[src/design/mbw_map.svh]
`ifndef MBW_MAP_SVH
`define MBW_MAP_SVH

// Function codes served by the handler, and the bit that marks an exception answer.
`define MBW_FC_DIAG 8'h08
`define MBW_FC_WR_ONE 8'h06
`define MBW_FC_WR_RAM 8'h41
`define MBW_FC_WR_BLK 8'h10
`define MBW_FC_ERR_BIT 8'h80

// Diagnosis sub-functions.
`define MBW_SUB_ECHO 16'h0000
`define MBW_SUB_CLR_CNT 16'h000A

// Exception codes.
`define MBW_EXC_NONE 8'h00
`define MBW_EXC_FUNC 8'h01
`define MBW_EXC_VALUE 8'h03

// Frame layout: byte positions and lengths.
`define MBW_POS_FC 8'h00
`define MBW_POS_F1_HI 8'h01
`define MBW_POS_F1_LO 8'h02
`define MBW_POS_F2_HI 8'h03
`define MBW_POS_F2_LO 8'h04
`define MBW_POS_BC 8'h05
`define MBW_LEN_FIXED 8'h05
`define MBW_LEN_BLK_HDR 8'h06
`define MBW_MAX_REGS 16'h0010
`define MBW_LEN_MAX 8'hFF

// Last byte index of a normal and of an exception answer.
`define MBW_TX_LAST_OK 3'h4
`define MBW_TX_LAST_EXC 3'h1

// Reset values.
`define MBW_RST_BYTE 8'h00
`define MBW_RST_WORD 16'h0000

`endif

[src/design/mbw_pkg.sv]
package mbw_pkg;

  typedef enum logic [5:0] {
    MBW_RX = 6'h01,
    MBW_CHK = 6'h02,
    MBW_SEL = 6'h04,
    MBW_LOAD = 6'h08,
    MBW_WAIT = 6'h10,
    MBW_TX = 6'h20
  } mbw_state_e_t;

  typedef struct packed {
    mbw_state_e_t st;
    logic [7:0] idx;
    logic [7:0] fc;
    logic [15:0] f1;
    logic [15:0] f2;
    logic [7:0] bc;
    logic [7:0] hi;
    logic ovf;
    logic [4:0] wi;
    logic [7:0] exc;
    logic [2:0] txi;
    logic [15:0] err_cnt;
    logic tx_valid;
    logic [7:0] tx_data;
    logic tx_last;
    logic wr_req;
    logic [15:0] wr_addr;
    logic [15:0] wr_data;
    logic wr_save;
    logic buf_we;
    logic [3:0] buf_waddr;
    logic [15:0] buf_wdata;
    logic [3:0] buf_raddr;
  } mbw_regs_t;

endpackage

[src/design/mbw_buf_if.sv]
`timescale 1ns/1ps
`default_nettype none

interface mbw_buf_if;
  logic we;
  logic [3:0] waddr;
  logic [15:0] wdata;
  logic [3:0] raddr;
  logic [15:0] rdata;

  modport ctl (output we, output waddr, output wdata, output raddr, input rdata);
  modport mem (input we, input waddr, input wdata, input raddr, output rdata);
endinterface

`default_nettype wire

[src/design/mbw_regbuf.sv]
`timescale 1ns/1ps
`default_nettype none
`include "mbw_map.svh"

// Holds the values of a block write until the whole frame has been checked.
module mbw_regbuf (
  input wire logic clk_i,
  input wire logic nrst_i,
  mbw_buf_if.mem bus
);
  logic [15:0] mem [16];
  logic [15:0] rdata;

  always_ff @(posedge clk_i) begin
    if (bus.we) begin
      mem[bus.waddr] <= bus.wdata;
    end
  end

  always_ff @(posedge clk_i or negedge nrst_i) begin
    if (!nrst_i) begin
      rdata <= `MBW_RST_WORD;
    end else begin
      rdata <= mem[bus.raddr];
    end
  end

  assign bus.rdata = rdata;
endmodule

`default_nettype wire

[src/design/mbw_handler.sv]
`timescale 1ns/1ps
`default_nettype none
`include "mbw_map.svh"

module mbw_handler (
  input wire logic clk_i,
  input wire logic nrst_i,
  input wire logic rx_valid_i,
  input wire logic [7:0] rx_data_i,
  input wire logic rx_last_i,
  input wire logic rx_err_i,
  output logic tx_valid_o,
  output logic [7:0] tx_data_o,
  output logic tx_last_o,
  input wire logic tx_ready_i,
  output logic wr_req_o,
  output logic [15:0] wr_addr_o,
  output logic [15:0] wr_data_o,
  output logic wr_save_o,
  input wire logic wr_done_i,
  input wire logic [7:0] wr_exc_i,
  input wire logic run_lock_i,
  output logic [15:0] err_cnt_o
);
  mbw_pkg::mbw_regs_t r;
  mbw_pkg::mbw_regs_t next_r;
  mbw_buf_if bufc ();

  mbw_regbuf u_buf (
    .clk_i(clk_i),
    .nrst_i(nrst_i),
    .bus(bufc.mem)
  );

  assign bufc.we = r.buf_we;
  assign bufc.waddr = r.buf_waddr;
  assign bufc.wdata = r.buf_wdata;
  assign bufc.raddr = r.buf_raddr;

  // Every normal answer is the function code followed by the two 16-bit fields.
  function automatic logic [7:0] resp_byte(input mbw_pkg::mbw_regs_t s, input logic [2:0] i);
    logic [7:0] b;
    b = s.fc;
    if (s.exc != `MBW_EXC_NONE) begin
      if (i == 3'h0) begin
        b = s.fc | `MBW_FC_ERR_BIT;
      end else begin
        b = s.exc;
      end
    end else begin
      unique case (i)
        3'h0: b = s.fc;
        3'h1: b = s.f1[15:8];
        3'h2: b = s.f1[7:0];
        3'h3: b = s.f2[15:8];
        default: b = s.f2[7:0];
      endcase
    end
    return b;
  endfunction

  function automatic logic [2:0] resp_last(input mbw_pkg::mbw_regs_t s);
    return (s.exc != `MBW_EXC_NONE) ? `MBW_TX_LAST_EXC : `MBW_TX_LAST_OK;
  endfunction

  always_comb begin
    logic fail;
    logic clr_cnt;
    logic [7:0] pay;
    fail = 1'b0;
    clr_cnt = 1'b0;
    pay = r.idx - `MBW_LEN_BLK_HDR;
    next_r = r;
    next_r.buf_we = 1'b0;

    unique case (r.st)
      mbw_pkg::MBW_RX: begin
        // Bytes are only taken here; anything arriving while busy is dropped.
        if (rx_valid_i) begin
          if (r.idx == `MBW_LEN_MAX) begin
            next_r.ovf = 1'b1;
          end else begin
            next_r.idx = r.idx + 8'h01;
          end
          unique case (r.idx)
            `MBW_POS_FC: next_r.fc = rx_data_i;
            `MBW_POS_F1_HI: next_r.f1[15:8] = rx_data_i;
            `MBW_POS_F1_LO: next_r.f1[7:0] = rx_data_i;
            `MBW_POS_F2_HI: next_r.f2[15:8] = rx_data_i;
            `MBW_POS_F2_LO: next_r.f2[7:0] = rx_data_i;
            `MBW_POS_BC: next_r.bc = rx_data_i;
            default: begin
              if (!pay[0]) begin
                next_r.hi = rx_data_i;
              end else if (pay[7:5] != 3'h0) begin
                next_r.ovf = 1'b1;
              end else begin
                next_r.buf_we = 1'b1;
                next_r.buf_waddr = pay[4:1];
                next_r.buf_wdata = {r.hi, rx_data_i};
              end
            end
          endcase
          if (rx_last_i) begin
            next_r.st = mbw_pkg::MBW_CHK;
          end
        end
      end
      mbw_pkg::MBW_CHK: begin
        next_r.exc = `MBW_EXC_NONE;
        next_r.wi = 5'h00;
        next_r.txi = 3'h0;
        next_r.buf_raddr = 4'h0;
        next_r.st = mbw_pkg::MBW_SEL;
        unique case (r.fc)
          `MBW_FC_DIAG: begin
            // Diagnosis never reaches the write port.
            next_r.st = mbw_pkg::MBW_TX;
            if (r.idx != `MBW_LEN_FIXED) begin
              next_r.exc = `MBW_EXC_VALUE;
            end else if (r.f1 == `MBW_SUB_CLR_CNT) begin
              clr_cnt = 1'b1;
            end else if (r.f1 != `MBW_SUB_ECHO) begin
              next_r.exc = `MBW_EXC_FUNC;
            end
          end
          `MBW_FC_WR_ONE, `MBW_FC_WR_RAM: begin
            if (r.idx != `MBW_LEN_FIXED) begin
              next_r.exc = `MBW_EXC_VALUE;
            end
          end
          `MBW_FC_WR_BLK: begin
            if (r.ovf || r.f2 == `MBW_RST_WORD || r.f2 > `MBW_MAX_REGS ||
                {8'h00, r.bc} != {r.f2[14:0], 1'b0} ||
                r.idx != `MBW_LEN_BLK_HDR + r.bc) begin
              next_r.exc = `MBW_EXC_VALUE;
            end
          end
          default: next_r.exc = `MBW_EXC_FUNC;
        endcase
        if (next_r.exc != `MBW_EXC_NONE) begin
          next_r.st = mbw_pkg::MBW_TX;
        end
        if (next_r.st == mbw_pkg::MBW_TX) begin
          next_r.tx_valid = 1'b1;
          next_r.tx_data = resp_byte(next_r, 3'h0);
          next_r.tx_last = 1'b0;
        end
      end
      mbw_pkg::MBW_SEL: begin
        // The read address was set one cycle earlier, so the registered word is ready in LOAD.
        next_r.st = mbw_pkg::MBW_LOAD;
      end
      mbw_pkg::MBW_LOAD: begin
        next_r.wr_req = 1'b1;
        next_r.wr_save = (r.fc != `MBW_FC_WR_RAM);
        next_r.wr_addr = r.f1 + {11'h000, r.wi};
        next_r.wr_data = (r.fc == `MBW_FC_WR_BLK) ? bufc.rdata : r.f2;
        next_r.st = mbw_pkg::MBW_WAIT;
      end
      mbw_pkg::MBW_WAIT: begin
        if (r.fc == `MBW_FC_WR_RAM && run_lock_i) begin
          next_r.wr_req = 1'b0;
          next_r.exc = `MBW_EXC_FUNC;
          fail = 1'b1;
        end else if (wr_done_i) begin
          next_r.wr_req = 1'b0;
          next_r.wi = r.wi + 5'h01;
          if (wr_exc_i != `MBW_EXC_NONE) begin
            next_r.exc = wr_exc_i;
            fail = 1'b1;
          end else if (r.fc == `MBW_FC_WR_BLK && {11'h000, next_r.wi} < r.f2) begin
            next_r.buf_raddr = next_r.wi[3:0];
            next_r.st = mbw_pkg::MBW_SEL;
          end else begin
            fail = 1'b1;
          end
        end
        if (fail) begin
          next_r.st = mbw_pkg::MBW_TX;
          next_r.tx_valid = 1'b1;
          next_r.tx_data = resp_byte(next_r, 3'h0);
          next_r.tx_last = 1'b0;
        end
      end
      mbw_pkg::MBW_TX: begin
        if (tx_ready_i) begin
          if (r.tx_last) begin
            next_r.tx_valid = 1'b0;
            next_r.tx_last = 1'b0;
            next_r.idx = `MBW_RST_BYTE;
            next_r.ovf = 1'b0;
            next_r.st = mbw_pkg::MBW_RX;
          end else begin
            next_r.txi = r.txi + 3'h1;
            next_r.tx_data = resp_byte(r, next_r.txi);
            next_r.tx_last = (next_r.txi == resp_last(r));
          end
        end
      end
    endcase

    // Counting wins over clearing so an error in the clearing cycle is kept.
    if (clr_cnt) begin
      next_r.err_cnt = `MBW_RST_WORD;
    end
    if ((rx_err_i || (r.st == mbw_pkg::MBW_CHK && next_r.exc != `MBW_EXC_NONE) ||
         (r.st == mbw_pkg::MBW_WAIT && fail && next_r.exc != `MBW_EXC_NONE)) &&
        next_r.err_cnt != 16'hFFFF) begin
      next_r.err_cnt = next_r.err_cnt + 16'h0001;
    end
  end

  always_ff @(posedge clk_i or negedge nrst_i) begin
    if (!nrst_i) begin
      r <= '0;
      r.st <= mbw_pkg::MBW_RX;
    end else begin
      r <= next_r;
    end
  end

  assign tx_valid_o = r.tx_valid;
  assign tx_data_o = r.tx_data;
  assign tx_last_o = r.tx_last;
  assign wr_req_o = r.wr_req;
  assign wr_addr_o = r.wr_addr;
  assign wr_data_o = r.wr_data;
  assign wr_save_o = r.wr_save;
  assign err_cnt_o = r.err_cnt;
endmodule

`default_nettype wire

[config.mk]
export PLATFORM = sky130hd
export DESIGN_NAME = mbw_handler
export DESIGN_NICKNAME = d
export VERILOG_FILES = /design/src/design/mbw_pkg.sv /design/src/design/mbw_buf_if.sv /design/src/design/mbw_regbuf.sv /design/src/design/mbw_handler.sv
export VERILOG_INCLUDE_DIRS = /design/src /design/src/design
export SDC_FILE = /design/constraint.sdc
export NUM_CORES = 1
export LEC_CHECK = 0
export ABC_AREA = 1
export BUFFER_PORTS_ARGS = -buffer_cell sky130_fd_sc_hd__buf_2
export CAP_MARGIN = 10
export CORE_MARGIN = 5
export CORE_UTILIZATION = 62
export CTS_CLUSTER_DIAMETER = 50
export CTS_CLUSTER_SIZE = 24
export DETAILED_ROUTE_END_ITERATION = 8
export GPL_TIMING_DRIVEN = 0
export PLACE_DENSITY_LB_ADDON = 0.1
export REMOVE_ABC_BUFFERS = 1
export SLEW_MARGIN = 20
export SYNTH_ARGS = -nofsm -noshare
export SYNTH_HDL_FRONTEND = slang
export SYNTH_HIERARCHICAL = 1
export SYNTH_SLANG_ARGS = --single-unit
[constraint.sdc]
create_clock -name clk_i -period 3.35 [get_ports clk_i]
set_input_delay 0.335 -clock clk_i [delete_from_list [all_inputs] [get_ports clk_i]]
set_output_delay 0.335 -clock clk_i [all_outputs]
set_load 0.02 [all_outputs]
Yosys cells after proc, flatten, opt, wreduce, memory -nomap -nowiden
Memories as Yosys holds them, arrays and structs flattened. A register that Yosys moved wholly into a read port is not among the register bits. Cells that the tools add are included.

Register bits after elaboration: 172. RAM bits: 256. Output and inout port bits: 60. Word-level logic and storage cells: 215. Memories kept: 1.

Add/sub/neg operators: 7. Order comparisons: 2. Equal/unequal tests: 44. Mux-type cells: 85. Bitwise operators: 3. Reductions and logical operators: 48.

Memory list: u_buf.mem (depth 16, width 16, read ports 1, clocked after memory_dff 1, wr ports 1, RTL line mbw_regbuf.sv:11) `logic [15:0] mem [16];`.

Operators with widths (count): $mux 8 (17); $mux 21 (5); $mux 71 (1); $mux 6 (9); $mux 16 (3); $reduce_bool 8->1 (5); $pmux 6 s6 (1); $pmux 8 s4 (1); $mux 10 (3); $pmux 10 s3 (1); $mux 14 (2); $pmux 13 s2 (1); $reduce_and 5->1 (5); $eq 8x3->1 const B (3); $ne 2x2->1 const B (12); $pmux 8 s3 (1); $reduce_and 3->1 (8); $mux 1 (22); $add 16x1->16 const B (1); $add 16x5->16 (1); $eq 16x4->1 const B (1); $eq 8x2->1 const B (2); $gt 16x5->1 const B (1); $logic_not 16->1 (1); other kinds (50) (82).

Depth between registers and ports, before layout
Word-level depth: 15. Gate-level depth with buffers: 21.

Modules after synthesis
The synthesis kept the hierarchy.

By module, submodules not included: mbw_regbuf (instances 1, cells each 1074, area each 11468.5 µm², seq. area each 8087.8 µm²); mbw_handler (instances 1, cells each 1284, area each 9821.9 µm², seq. area each 4305.4 µm²).

Least setup slack after synthesis
Ideal clock, no wire load.

Kind: reg-to-reg. Start point: reg r[159] (netlist bit). End point: reg r (netlist bit err_cnt_o[7]). Library setup time: 0.116 ns. Data arrival time: 2.446 ns. Path slack: 0.787 ns. Stages on the path, launching flop included: 20. Clock period less this slack: 2.563 ns. Cells stage by stage: dfrtp_1 > inv_1 > ha_1 > nand3_1 > nor2_2 > nand2_1 > inv_1 > nand2_2 > buf_6 > inv_1 > nor2_1 > ha_1 > nand3_1 > inv_1 > nand3_2 > nor2_2 > nand4_4 > buf_4 > nand3_1 > nand2_1.

RTL lines: start: declaration (RTL line mbw_handler.sv:25) `mbw_pkg::mbw_regs_t r;`; start signal: assignment (RTL line mbw_handler.sv:219) `r <= next_r;`.

Worst setup path after layout
Start point: reg r[157] (netlist bit). End point: reg r (netlist bit tx_data_o[4]).

Cells in the longest elaborated chain, start to end: 10. Elaborated cells between the ends (all ways): 22. Classes of those cells: 7 x eq/ne; 10 x mux; 5 x reduce/logical.

Ends and longest elaborated chain: $eq 8x7->1 / $eq 8x3->1 (equally long branches) (RTL line mbw_handler.sv:115) `unique case (r.fc)`; $reduce_or 2->1 (RTL line mbw_handler.sv:115); $pmux 8 s3 (RTL line mbw_handler.sv:115); $mux 8 (RTL line mbw_handler.sv:76) `unique case (r.st)`; $reduce_bool 8->1 (no source line); $mux 6 (RTL line mbw_handler.sv:141) `` if (next_r.exc != `MBW_EXC_NONE) begin ``; $mux 6 (RTL line mbw_handler.sv:76); $eq 6x6->1 (RTL line mbw_handler.sv:144) `if (next_r.st == mbw_pkg::MBW_TX) begin`; $ne 2x2->1 (no source line); $reduce_and 5->1 (no source line) *.

Mark *: on every way between the ends. The rest lies on a longest branch, timed or not. The select of a mux whose other input is x is not followed. A chain may end at the register's enable or synchronous reset.

==> results.cfg <==
[timing]
fin_crit_ns = 3.13
slew_violations = 0
setup_slack_ns = 0.217
setup_viol = 0
max_freq_ghz = 0.319
slew_headroom = 0.231
hold_violations = 0
rsz0062_at_grt = false
finClkSkew_ns = 0.0432
worst_pin_slew_ns = 1.15
fin_crit_sh = 0.935

[synth]
synthCells = 2358
synth.avg_cell_area_um2 = 9.03
ys_seq_area_frac = 0.582
syn_area_um2 = 21300
synth_edf_count = 256
synth.yosys.warnings = 6
ys_ff_latch = 444
synth-main-ff-cell = edfxtp_1
synth-async-reset-ratio = 0.423
yosysUniqueCellTypes = 59

[routing]
wire_per_inst_um = 19.2
vias_per_cell = 5.65
first_pass_iters = 5
vias = 16100
antenna_left = 0
drt_iter0_drc = 1679
remaining_drc_errors = 0
drt-total-wl_um = 54600

[placement]
detailed_place_hpwl_um = 34400
dp_cells = 2769
io_buffer_count = 83
pre_cts_ws_ns = -0.244
gp_congestion = 0.926

[setup_path]
cp_data_arrival_time_ns = 3.59
max_stage_delay_ns = 0.46
path_cells = or2_1, nor3b_2, nand2_2, clkinv_2, nand2_1, nand3_1, inv_1, nand2_1, nor2_1, nor2_2, nand3_2, o21ai_0
cp.required_ns = 3.80
critical_path.max_fanout = 19
crit_top_cell = nand2_1
cp_num_buf_inv = 2
path_delay_family = simple AND/OR/NAND/NOR gates
worstSetupPathType = reg -> reg
critPathCaptureType = register
cp_slowest_cell = dfrtp_1
cp-start-kind = register

[grt]
grt_first_pass_wirelength_um = 84900
grt.overflow.total = 0
grt_max_degree = 89
antenna_found_initial = 1
grt.total_usage = 0.283
grt_pass1_vias = 15600

[clock_tree]
clock-root-buffer = clkbuf_16
clk_latency_ns = 0.56
path_clk_slew_ns = 0.06
cts_num_sinks = 444
clockBufferDepth = 3
htreeDepth = 2
cts_tree = built
cts_inserted_buffers = 41

[layout]
drive_gt1_frac = 0.0987
area_growth_pct = 9.55
n_antenna_cell = 0
nets = 2416
final_cell_mix = nand2_1 (707), inv_1 (324), nand3_1 (262)
fin_cells = 2849
final_common_cell = nand2_1

[die]
dieWidth_um = 195
core_area_um2 = 33700
initial_core_util = 0.632
ios = 84
dieArea_um2 = 38100
fp-row-count = 67
die_h_um = 195

[pwr]
p_leak_nw = 10.7
report.power.total_mw = 15.4
power_density_nw_per_um2 = 658
max-vdd-ir-drop_v = 0.000513

[worst_hold_path]
hold_path_class = in -> reg

[job]
max_cap_violations = 0

[outcome]
status = finished clean
==> Yosys cell counts, types with 2 or more instances <==
library cell | number | area (um^2)
o22ai_1 | 7 | 43.8
nor3b_1 | 3 | 22.5
a22oi_1 | 5 | 37.5
o21ai_1 | 6 | 30.0
nand2_2 | 8 | 50.1
buf_2 | 24 | 120
inv_2 | 11 | 41.3
buf_6 | 4 | 45.0
nor2_2 | 7 | 43.8
a221oi_1 | 7 | 61.3
edfxtp_1 | 256 | 7690
nand2_1 | 707 | 2650
a21oi_1 | 28 | 140
nor3_1 | 15 | 75.1
o21ai_0 | 139 | 696
xor2_1 | 29 | 254
xnor2_1 | 3 | 26.3
o221ai_1 | 5 | 43.8
nor4_1 | 4 | 25.0
buf_4 | 77 | 578
ha_1 | 22 | 275
inv_1 | 325 | 1220
nand4_4 | 2 | 42.5
clkbuf_1 | 28 | 105
nand4_1 | 11 | 68.8
or2_2 | 2 | 12.5
nand3b_1 | 3 | 22.5
nand3_1 | 262 | 1310
nor2_1 | 135 | 507
nand3_2 | 2 | 20.0
nand3_4 | 2 | 35.0
dfrtp_1 | 187 | 4680
o31ai_1 | 4 | 30.0
nor3_2 | 2 | 20.0
a31oi_1 | 2 | 12.5
==> logic make-up (layout without fill, tap and decap cells) <==
| kind of cell | after synthesis | count (layout) | synth area share |
|---|---|---|---|
| flops | 444 | 444 | 0.582 |
| buf+inv | 471 | 513 | 0.100 |
| compound gates | 214 | 214 | 0.0556 |
| fa+ha+maj | 23 | 23 | 0.0139 |
| xor+xnor | 32 | 32 | 0.0132 |
| simple gates | 1174 | 1175 | 0.235 |
==> metrics by stage <==
stage / instance area (um^2) / hold slack [ns] / utilization / TNS (ns)
2_1_floorplan: 20400 / 0.0394 / - / -15.00
3_3_place_gp: 21400 / 0.449 / 0.635 / -374.99
3_5_place_dp: 21800 / 0.265 / 0.648 / -2.07
4_1_cts: 23300 / 0.0684 / 0.691 / 0
5_1_grt: 23300 / 0.105 / 0.692 / 0
6_report: 23300 / 0.0883 / 0.692 / 0
==> path summary, 6_finish.rpt <==
kind,start,to,slack [ns],cells past startpoint
max in group asynchronous,nrst_i,r[166],2.22,3
max,r[157],tx_data_o[4],0.22,12
min,rx_last_i,r[166],0.09,4
max reg2reg,r[157],tx_data_o[4],0.22,12
min reg2reg,wr_addr_o[4],wr_addr_o[4],0.48,2
min in group asynchronous,nrst_i,u_buf/bus.rdata[6],0.25,2
==> flip-flops by register name, summed over array words and instances (netlist names) <==
register	flops
bufc.wdata	16
tx_last_o	1
bufc.we	1
r	87
u_buf/mem	256
tx_valid_o	1
wr_data_o	16
wr_req_o	1
tx_data_o	8
wr_save_o	1
u_buf/bus.rdata	16
wr_addr_o	16
bufc.waddr	4
err_cnt_o	16
bufc.raddr	4
==> tightest hold or removal path, delay by kind of cell <==
family | cells | cell delay (ns)
compound gates | 1 | 0.08
simple gates | 2 | 0.12
buf+inv | 1 | 0.07
==> final cells by class <==
| class | instances | area (um^2) |
|---|---|---|
| clock inverters | 24 | 289 |
| repair buffers | 102 | 766 |
| well taps | 448 | 561 |
| fillers | 2581 | 10400 |
| inverters | 336 | 1270 |
| clock buffers | 51 | 1110 |
| flip-flops and latches | 444 | 12400 |
| multi-input cells | 1444 | 6920 |
==> metal layers <==
metal	vias to the layer above	track usage	wire (um)
met4	2	0.0926	1750
met5	-	0	7
met3	122	0.0486	5090
met1	7687	0.408	22800
li1	7605	-	-
met2	689	0.444	25000
==> repair_timing <==
item                                    in CTS  in global routing
hold buffers                                 1                  0
cloned                                       0                  1
hold endpoints to repair                    48                  0
pin swaps                                    0                  1
endpoints found under the setup margin      27                 27
resized for setup                            3                  6
buffers inserted                             0                  3
==> power by group <==
| group | internal, mW | switching (mW) | total [mW] |
|---|---|---|---|
| Combinational | 1.14 | 2.36 | 3.50 |
| Clock | 2.57 | 2.22 | 4.79 |
| Sequential | 6.38 | 0.686 | 7.07 |
(Power assumes the default switching activity.)
